### src/hw/ecp_pkg.sv
// package: constants and types for the extended control serial port
package ecp_pkg;

  // ==========================================================
  // register map (4-bit serial address)
  localparam logic [3:0]  ADDR_MAIN_CONTROL = 4'h0;
  localparam logic [3:0]  ADDR_I_RANGE      = 4'h3;
  localparam logic [3:0]  ADDR_Q_RANGE      = 4'hb;

  // ==========================================================
  // field positions and reset values
  localparam int          OUTPUT_PHASE_BIT  = 14;
  localparam logic [15:0] MAIN_CONTROL_RST  = 16'h0000;
  localparam logic [15:0] RANGE_REG_RST     = 16'h4000;
  // smallest range code the range registers accept
  localparam logic [15:0] RANGE_MIN         = 16'h0000;

  // ==========================================================
  // serial frame: rw flag, 3 spare bits, 4 address bits, 16 data bits
  localparam int          FRAME_BITS        = 24;
  localparam int          HEADER_BITS       = 8;
  localparam int          RW_POS            = 23;
  localparam int          ADDR_HI           = 19;
  localparam int          ADDR_LO           = 16;
  localparam logic [4:0]  LAST_BIT_COUNT    = 5'd23;
  localparam logic [4:0]  HEADER_COUNT      = 5'd8;
  localparam logic [4:0]  COUNT_ZERO        = 5'h00;
  localparam logic [4:0]  COUNT_ONE         = 5'h01;

  // ==========================================================
  // frame state
  typedef enum logic [2:0] {
    FRAME_IDLE   = 3'b001,
    FRAME_SHIFT  = 3'b010,
    FRAME_DONE   = 3'b100
  } frame_state_t;

  typedef logic [15:0] reg_word_t;

endpackage : ecp_pkg

### src/hw/serial_frame_if.sv
// interface: link between pin front end and frame shifter
`timescale 1ns/10ps
`default_nettype none
interface serial_frame_if;
  import ecp_pkg::*;
  logic        active;
  logic        riseEvent;
  logic        fallEvent;
  logic        dataIn;
  logic        dataOut;
  logic        writeStrobe;
  logic [3:0]  address;
  reg_word_t   writeData;
  reg_word_t   readData;

  modport front (output active, output riseEvent, output fallEvent, output dataIn,
                 input dataOut, input writeStrobe, input address, input writeData,
                 output readData);
  modport shifter (input active, input riseEvent, input fallEvent, input dataIn,
                   output dataOut, output writeStrobe, output address,
                   output writeData, input readData);
endinterface : serial_frame_if
`default_nettype wire

### src/hw/extended_control_serial_port.sv
// module: control-mode selection and serial configuration port
// Function
// - enable low: serial registers control device
// - enable high: port off, registers default
// - select low: serial clock moves data
// - select high: input ignored, output released
// - all shifting follows the controller's clock
// - phase pin: low 0 deg, high 90
// - phase applies only in demux mode
// - extended mode: phase from control bit 14
// - extended mode: I/Q ranges from registers
// - pin-mode range equals smallest register range
// - non-demux pin high 1:1, low 1:2
`timescale 1ns/10ps
`default_nettype none
module extended_control_serial_port (
  input  wire logic              clk,
  input  wire logic              srst,
  input  wire logic              extended_control_enable_n,
  input  wire logic              serial_select_n,
  input  wire logic              serialClock,
  input  wire logic              serialDataIn,
  output logic                   serialDataOut,
  output logic                   serialDataOutEn_n,
  input  wire logic              range_select_pin,
  input  wire logic              output_phase_select_pin,
  input  wire logic              non_demux_select_pin,
  output logic                   extended_control,
  output logic                   nonDemux,
  output logic                   outputPhase90,
  output ecp_pkg::reg_word_t     iRange,
  output ecp_pkg::reg_word_t     qRange,
  output ecp_pkg::reg_word_t     mainControl
);
  import ecp_pkg::*;

  serial_frame_if link ();

  // ==========================================================
  // pin synchronisers: two flops before any logic looks
  logic [1:0] eceSync;
  logic [1:0] selSync;
  logic [1:0] clkSync;
  logic [1:0] sdiSync;
  logic [1:0] fsrSync;
  logic [1:0] phSync;
  logic [1:0] ndmSync;
  logic       clkLast;

  // reset values match each pin's idle level, so release gives no false edge
  always_ff @(posedge clk) begin
    if (srst) begin
      eceSync <= 2'h3;
    end else begin
      eceSync <= {eceSync[0], extended_control_enable_n};
    end
  end

  always_ff @(posedge clk) begin
    if (srst) begin
      selSync <= 2'h3;
    end else begin
      selSync <= {selSync[0], serial_select_n};
    end
  end

  // serial clock is just another pin here; its edges are found below
  always_ff @(posedge clk) begin
    if (srst) begin
      clkSync <= 2'h0;
    end else begin
      clkSync <= {clkSync[0], serialClock};
    end
  end

  // data is delayed as much as the clock, so each bit meets its own edge
  always_ff @(posedge clk) begin
    if (srst) begin
      sdiSync <= 2'h0;
    end else begin
      sdiSync <= {sdiSync[0], serialDataIn};
    end
  end

  // only the high level of the range pin is legal; it is synchronised all the same
  always_ff @(posedge clk) begin
    if (srst) begin
      fsrSync <= 2'h3;
    end else begin
      fsrSync <= {fsrSync[0], range_select_pin};
    end
  end

  // phase pin keeps being sampled in extended mode; its value is then unused
  always_ff @(posedge clk) begin
    if (srst) begin
      phSync <= 2'h0;
    end else begin
      phSync <= {phSync[0], output_phase_select_pin};
    end
  end

  // non-demux pin stays live in both modes
  always_ff @(posedge clk) begin
    if (srst) begin
      ndmSync <= 2'h0;
    end else begin
      ndmSync <= {ndmSync[0], non_demux_select_pin};
    end
  end

  // a parked low clock yields no edges, so idle gaps are harmless
  always_ff @(posedge clk) begin
    if (srst) begin
      clkLast <= 1'b0;
    end else begin
      clkLast <= clkSync[1];
    end
  end

  // ==========================================================
  // mode decode
  logic ecmNow;
  logic portActive;

  assign ecmNow     = !eceSync[1];
  // dropping either the mode or the select aborts a frame at once
  assign portActive = ecmNow && !selSync[1];

  assign link.active    = portActive;
  assign link.riseEvent = clkSync[1] && !clkLast;
  assign link.fallEvent = !clkSync[1] && clkLast;
  assign link.dataIn    = sdiSync[1];

  // limitation: each serial clock level must last at least four system clocks,
  // or the synchronisers miss edges and the frame falls out of step; read bits
  // reach the pin three to four clocks after a falling edge, which bounds how
  // fast the controller may run its clock
  serial_frame_shifter shifter (
    .clk  (clk),
    .srst (srst),
    .link (link)
  );

  // ==========================================================
  // register file; leaving extended control restores defaults
  reg_word_t ctrlReg;
  reg_word_t iRangeReg;
  reg_word_t qRangeReg;

  // write enable decode, shared by the three registers
  function automatic logic writeHit(input logic       strobe,
                                    input logic [3:0] addr,
                                    input logic [3:0] target);
    writeHit = strobe && (addr == target);
  endfunction : writeHit

  // a write lands three to four clocks after the rising edge of its last bit, well before select returns high;
  // a frame cut short never raises the strobe, so it leaves the registers untouched

  always_ff @(posedge clk) begin
    if (srst || !ecmNow) begin
      ctrlReg <= MAIN_CONTROL_RST;
    end else if (writeHit(link.writeStrobe, link.address, ADDR_MAIN_CONTROL)) begin
      ctrlReg <= link.writeData;
    end
  end

  // ranges restart at their default code, not at the pin-mode minimum
  always_ff @(posedge clk) begin
    if (srst || !ecmNow) begin
      iRangeReg <= RANGE_REG_RST;
    end else if (writeHit(link.writeStrobe, link.address, ADDR_I_RANGE)) begin
      iRangeReg <= link.writeData;
    end
  end

  always_ff @(posedge clk) begin
    if (srst || !ecmNow) begin
      qRangeReg <= RANGE_REG_RST;
    end else if (writeHit(link.writeStrobe, link.address, ADDR_Q_RANGE)) begin
      qRangeReg <= link.writeData;
    end
  end

  // unmapped addresses read as zero
  always_comb begin
    unique case (link.address)
      ADDR_MAIN_CONTROL: link.readData = ctrlReg;
      ADDR_I_RANGE:      link.readData = iRangeReg;
      ADDR_Q_RANGE:      link.readData = qRangeReg;
      default:           link.readData = 16'h0000;
    endcase
  end

  // ==========================================================
  // serial data output pin
  always_ff @(posedge clk) begin
    if (srst) begin
      serialDataOut <= 1'b0;
    end else begin
      serialDataOut <= portActive ? link.dataOut : 1'b0;
    end
  end

  // released pin is driven low behind the enable; the pad floats it
  always_ff @(posedge clk) begin
    if (srst) begin
      serialDataOutEn_n <= 1'b1;
    end else begin
      serialDataOutEn_n <= !portActive;
    end
  end

  // ==========================================================
  // mode outputs seen by the converter core
  logic      next_phase90;
  reg_word_t next_iRange;
  reg_word_t next_qRange;

  // 1:1 mode ignores the phase choice, so it stays at 0 deg
  always_comb begin
    next_phase90 = 1'b0;
    if (!ndmSync[1]) begin
      if (ecmNow) begin
        next_phase90 = ctrlReg[OUTPUT_PHASE_BIT];
      end else begin
        next_phase90 = phSync[1];
      end
    end
  end

  // with the range pin low in pin mode the setting is undefined; minimum held
  always_comb begin
    if (ecmNow) begin
      next_iRange = iRangeReg;
    end else begin
      next_iRange = RANGE_MIN;
    end
  end

  always_comb begin
    if (ecmNow) begin
      next_qRange = qRangeReg;
    end else begin
      next_qRange = RANGE_MIN;
    end
  end

  // every output is a flop, so the core never sees decode glitches
  always_ff @(posedge clk) begin
    if (srst) begin
      extended_control <= 1'b0;
    end else begin
      extended_control <= ecmNow;
    end
  end

  always_ff @(posedge clk) begin
    if (srst) begin
      nonDemux <= 1'b0;
    end else begin
      nonDemux <= ndmSync[1];
    end
  end

  // phase and ranges go out with the mode flag, in the same cycle
  always_ff @(posedge clk) begin
    if (srst) begin
      outputPhase90 <= 1'b0;
    end else begin
      outputPhase90 <= next_phase90;
    end
  end

  always_ff @(posedge clk) begin
    if (srst) begin
      iRange <= RANGE_MIN;
    end else begin
      iRange <= next_iRange;
    end
  end

  always_ff @(posedge clk) begin
    if (srst) begin
      qRange <= RANGE_MIN;
    end else begin
      qRange <= next_qRange;
    end
  end

  // mirrored control word lets the core watch every field directly
  always_ff @(posedge clk) begin
    if (srst) begin
      mainControl <= MAIN_CONTROL_RST;
    end else begin
      mainControl <= ctrlReg;
    end
  end

endmodule : extended_control_serial_port
`default_nettype wire

### src/hw/serial_frame_shifter.sv
// module: serial frame shifter driven by sampled serial clock edges
`timescale 1ns/10ps
`default_nettype none
module serial_frame_shifter (
  input  wire logic              clk,
  input  wire logic              srst,
  serial_frame_if.shifter        link
);
  import ecp_pkg::*;

  frame_state_t state;
  logic [4:0]   bitCount;
  logic [23:0]  shiftIn;
  reg_word_t    shiftOut;
  logic         readFrame;
  logic [3:0]   addrLatch;

  // ==========================================================
  // frame sequencing; dropping the select aborts a frame cleanly
  always_ff @(posedge clk) begin
    if (srst || !link.active) begin
      state    <= FRAME_IDLE;
      bitCount <= COUNT_ZERO;
    end else if (link.riseEvent) begin
      unique case (state)
        FRAME_IDLE: begin
          state    <= FRAME_SHIFT;
          bitCount <= COUNT_ONE;
        end
        FRAME_SHIFT: begin
          bitCount <= bitCount + COUNT_ONE;
          if (bitCount == LAST_BIT_COUNT) begin
            state <= FRAME_DONE;
          end
        end
        FRAME_DONE: begin
          bitCount <= bitCount;
        end
      endcase
    end
  end

  // input bits taken on rising edges only
  always_ff @(posedge clk) begin
    if (srst) begin
      shiftIn <= 24'h000000;
    end else if (link.active && link.riseEvent && state != FRAME_DONE) begin
      shiftIn <= {shiftIn[22:0], link.dataIn};
    end
  end

  always_ff @(posedge clk) begin
    if (srst) begin
      readFrame <= 1'b0;
    end else if (link.active && link.riseEvent && state == FRAME_IDLE) begin
      readFrame <= link.dataIn;
    end
  end

  // write commits once the last data bit is in
  always_ff @(posedge clk) begin
    if (srst) begin
      link.writeStrobe <= 1'b0;
    end else begin
      link.writeStrobe <= link.active && link.riseEvent && !readFrame
                          && state == FRAME_SHIFT && bitCount == LAST_BIT_COUNT;
    end
  end

  // address is caught with the last header bit, so a read can answer at once
  // and a write still sees it after the data bits have pushed it along
  always_ff @(posedge clk) begin
    if (srst) begin
      addrLatch <= 4'h0;
    end else if (link.active && link.riseEvent && state == FRAME_SHIFT
                 && bitCount == HEADER_COUNT - COUNT_ONE) begin
      addrLatch <= {shiftIn[ADDR_HI-ADDR_LO-1:0], link.dataIn};
    end
  end

  assign link.address   = addrLatch;
  assign link.writeData = shiftIn[15:0];

  // ==========================================================
  // read data loads after the header and moves out on falling edges
  always_ff @(posedge clk) begin
    if (srst || !link.active) begin
      shiftOut     <= 16'h0000;
      link.dataOut <= 1'b0;
    end else if (link.fallEvent) begin
      if (readFrame && state == FRAME_SHIFT && bitCount == HEADER_COUNT) begin
        link.dataOut <= link.readData[15];
        shiftOut     <= {link.readData[14:0], 1'b0};
      end else begin
        link.dataOut <= shiftOut[15];
        shiftOut     <= {shiftOut[14:0], 1'b0};
      end
    end
  end

endmodule : serial_frame_shifter
`default_nettype wire

### config.mk
export PLATFORM = sky130hd
export DESIGN_NAME = extended_control_serial_port
export DESIGN_NICKNAME = d
export VERILOG_FILES = /design/src/hw/ecp_pkg.sv /design/src/hw/serial_frame_if.sv /design/src/hw/extended_control_serial_port.sv /design/src/hw/serial_frame_shifter.sv
export SDC_FILE = /design/constraint.sdc
export NUM_CORES = 1
export LEC_CHECK = 0
export ABC_CLOCK_PERIOD_IN_PS = 3400
export BUFFER_PORTS_ARGS = -buffer_cell sky130_fd_sc_hd__buf_2
export CAP_MARGIN = 20
export CORE_MARGIN = 1.5
export CORE_UTILIZATION = 55
export DETAILED_ROUTE_END_ITERATION = 8
export PLACE_DENSITY_LB_ADDON = 0.3
export SLEW_MARGIN = 20
export SYNTH_ARGS = -nofsm -noshare
export SYNTH_HDL_FRONTEND = slang
export SYNTH_SLANG_ARGS = --single-unit
### constraint.sdc
create_clock -name clk -period 3.4 [get_ports clk]
set_input_delay 0.34 -clock clk [delete_from_list [all_inputs] [get_ports clk]]
set_output_delay 0.34 -clock clk [all_outputs]
set_load 0.01 [all_outputs]
==> results.ini <==
[outcome]
outcome=finished, final reports clean

[layout]
multiInputGateArea_um2=2220
antennaDiodeCount=0
layout.area.seq_um2=3200
layout.filler_cells=783
drive_above_1_share_pct=16.4
final_cell_mix=160 x dfxtp_1, 100 x nand2_1, 74 x a21oi_1
area_growth_syn_to_layout_pct=16.6
final_common_cell=dfxtp_1
fin_cells=781
finalNetCount=647

[logic_synthesis]
synthCells=586
yosys_top_cell_by_area=dfxtp_1
yosysSeqAreaShare_pct=57.2
synth-edff-count=0
netlist.area_leader.share_pct=57.2
post_synth.cell_area_avg_um2=9.56
synth_ff_type=dfxtp_1
synth.area.top_cells=dfxtp_1 57%, nand2_1 6.7%, a21oi_1 6.6%
post_syn_nets=597
asyncSetResetFlopFracSynth_pct=0
synth.distinct_cells=42
synth.yosys.warnings=0
netlist_area_um2=5600
postSynthRegisterBits=160

[worst_setup_path]
regToRegSetupSlack_ns=1.16
ff2ff_path_depth=5
cp_data_required_time_ns=3.85
slowest_stage=and2_1
worst_setup_path_start_kind=flop
timing.critical_path.buf_inv=1
end_kind=flop
critical_path.reg2reg.startpoint=shifter.link.address[0]$_SDFFE_PP0P_
path_cells=and4b_1 -> buf_4 -> and2_1 -> nand2_1 -> a21oi_1
r2r_end=qRangeReg[5]$_SDFFE_PP0P_
timing.critical_path.fanout_max=16
crit_arrival_ns=2.70
criticalPathCategory=reg2reg
worst_path_largest_cell_delay_ns=0.64
critical_path.top_delay_family=simple AND/OR/NAND/NOR gates

[timing]
skew_ns=0.00611
timing.max_slew.rel_slack_pct=36.1
post-route-min-period_ns=2.24
grt_setup_unrepaired=no
final-max-slew-violation-count=0
finalSetupTns_ns=0
timing_hold_violations_final=0
max_clock_freq_mhz=446
post-route-period-util_pct=66.0
postLayoutSetupSlackWorst_ns=1.16
max_slew.worst_pin.slew_ns=0.956
setup_violations=0

[clock_network]
clock-root-buffer=clkbuf_8
cts_resized=0
clock_tree.htree_level_count=4
cts_made_buffers=17
clock_insertion_delay_worst_skew_ns=0.52
clkSinkCount=160
clk_transition_reported_paths_ns=0.06
max-clock-path-buffers=2
cts_tree=yes

[global_routing]
grt_start_max_net_pins=54
wire_length_of_the_first_global_routing_pass_um=20000
vias_in_the_first_global_route=4138
antenna_violations_before_repair=0
globalRouteOverflowTotal=0
total_routing_resource_utilization_after_global_routing_pct=23.2

[floorplan]
io_pins=62
die_area_um2=10800
effective_utilization_at_floorplan_pct=57.1
die_width_um=104
row_count=36
fp.dieH_um=104
placeableCoreArea_um2=9820

[routing]
first_iter_violations=326
vias_per_cell=5.50
drt-total-wl_um=12300
drt-wirelength-per-cell_um=15.7
drt_pre_antenna_iters=7
routed-via-count=4296
drc_errors=0
antenna_left=0

[place]
place_congestion=0.823
hpwlAfterDp_um=7270
post-place-ws_ns=1.13
number_of_port_buffers=60
dp_cells=748

[pwr]
pwr-share-seq_pct=50.0
pwr_density_cell_nw_per_um2=578
power.combinational.fraction_pct=1.1
p_int_uw=3030
clock_power_share_pct=48.9
power.net_switching_uw=749
swShare_pct=19.8
power_leakage_uw=0.00248
irDropWorstVdd_v=0.000332

[worst_hold_path]
hp-class=in2reg
holdPathStages=2
min_to=phSync[0]$_SDFF_PP0_
worst_hold_startpoint=output_phase_select_pin

[run]
max-cap-violations=0

-- worst max-delay path by stage --
stage / cells past startpoint / to / slack (ns) / start
2_1_floorplan: 6 / shifter.shiftIn[10]$_SDFFE_PP0P_ / 1.79 / clkLast$_SDFF_PP0_
3_3_place_gp: 5 / shifter.bitCount[0]$_SDFFE_PP0P_ / 1.21 / srst
3_5_place_dp: 5 / shifter.bitCount[0]$_SDFFE_PP0P_ / 1.13 / srst
4_1_cts: 4 / shifter.bitCount[0]$_SDFFE_PP0P_ / 1.16 / eceSync[1]$_SDFF_PP1_
5_1_grt: 4 / ctrlReg[7]$_SDFFE_PP0P_ / 1.07 / shifter.link.address[3]$_SDFFE_PP0P_
6_report: 5 / qRangeReg[5]$_SDFFE_PP0P_ / 1.16 / shifter.link.address[0]$_SDFFE_PP0P_
-- cell usage after synthesis (2+ instances only) --
master	n
and4b_1	2
clkbuf_1	19
xnor2_1	3
dfxtp_1	160
inv_1	4
nand3_1	6
a21oi_1	74
o22ai_1	2
nor2_1	28
buf_4	2
a222oi_1	16
ha_1	2
and2_1	40
buf_6	2
o21ai_0	14
and3_1	2
nand2_1	100
o31ai_1	2
nor4_4	2
nor2b_1	27
mux2i_1	22
nor3b_2	2
or2_2	4
nand2b_1	14
buf_2	12
nor3b_1	2
and3b_1	2
nor3_1	6
a31oi_1	2
-- registers in the layout, summed over array words and instances, names as in the netlist, 2 cells and up --
register / count
ndmSync: 2
shifter.shiftIn: 16
qRangeReg: 16
shifter.link.address: 4
phSync: 2
iRangeReg: 16
eceSync: 2
selSync: 2
clkSync: 2
shifter.bitCount: 5
shifter.state: 3
qRange: 16
iRange: 16
shifter.shiftOut: 15
mainControl: 16
ctrlReg: 16
sdiSync: 2
-- worst register-to-register path: cells and delay by family (launching register included) --
kind / cells / cell delay [ns]
simple gates: 3 / 1.32
flops: 1 / 0.43
buf+inv: 1 / 0.27
compound gates: 1 / 0.16
-- power by group through the flow --
stage / Sequential, uW / Clock (uW) / Combinational [uW]
finish: 1890 / 1850 / 43.4
global route: 1890 / 1940 / 47.3
CTS: 1890 / 1860 / 43.1
detailed placement: 1930 / 0 / 41.3
global placement: 1930 / 0 / 39.9
floorplan: 1930 / 0 / 28.9
-- layout make-up --
| cell class | count | share of cell area [%] |
|---|---|---|
| Tap cell | 133 | 2.55 |
| Timing Repair Buffer | 67 | 5.48 |
| Inverter | 4 | 0.230 |
| Sequential cell | 160 | 49.0 |
| Clock buffer | 21 | 6.72 |
| Multi-Input combinational cell | 386 | 33.9 |
| Clock inverter | 10 | 2.11 |
-- metrics by stage --
step	util [%]	area (um2)	total power, uW	hold slack (ns)
global route	66.6	6540	3880	0.0246
floorplan	-	5600	1960	0.389
global placement	60.4	5940	1970	0.394
finish	66.6	6540	3780	0.0299
CTS	66.5	6530	3790	0.0294
detailed placement	60.4	5940	1970	0.394
-- per-layer routing --
metal	track usage [%]	routed length (um)
met5	0	0
met4	10.3	235
met3	5.33	835
met2	37.6	5800
met1	29.7	5390
-- logic make-up (layout without fill, tap and decap cells) --
logic type	after synthesis	after routing	share of synthesized area [%]
buf+inv	40	102	3.35
flops	160	160	57.2
compound gates	114	114	12.0
fa+ha+maj	2	2	0.446
simple gates	245	245	22.6
xor+xnor	3	3	0.469
mux	22	22	3.93
-- repair_timing --
| action | 4_1_cts | 5_1_grt |
|---|---|---|
| setup buffers | 0 | 0 |
| hold buffers | 2 | 0 |
| endpoints found under the hold margin | 2 | 0 |
| setup endpoints to repair | 0 | 0 |
No activity file was read; power rests on OpenSTA's default activity.
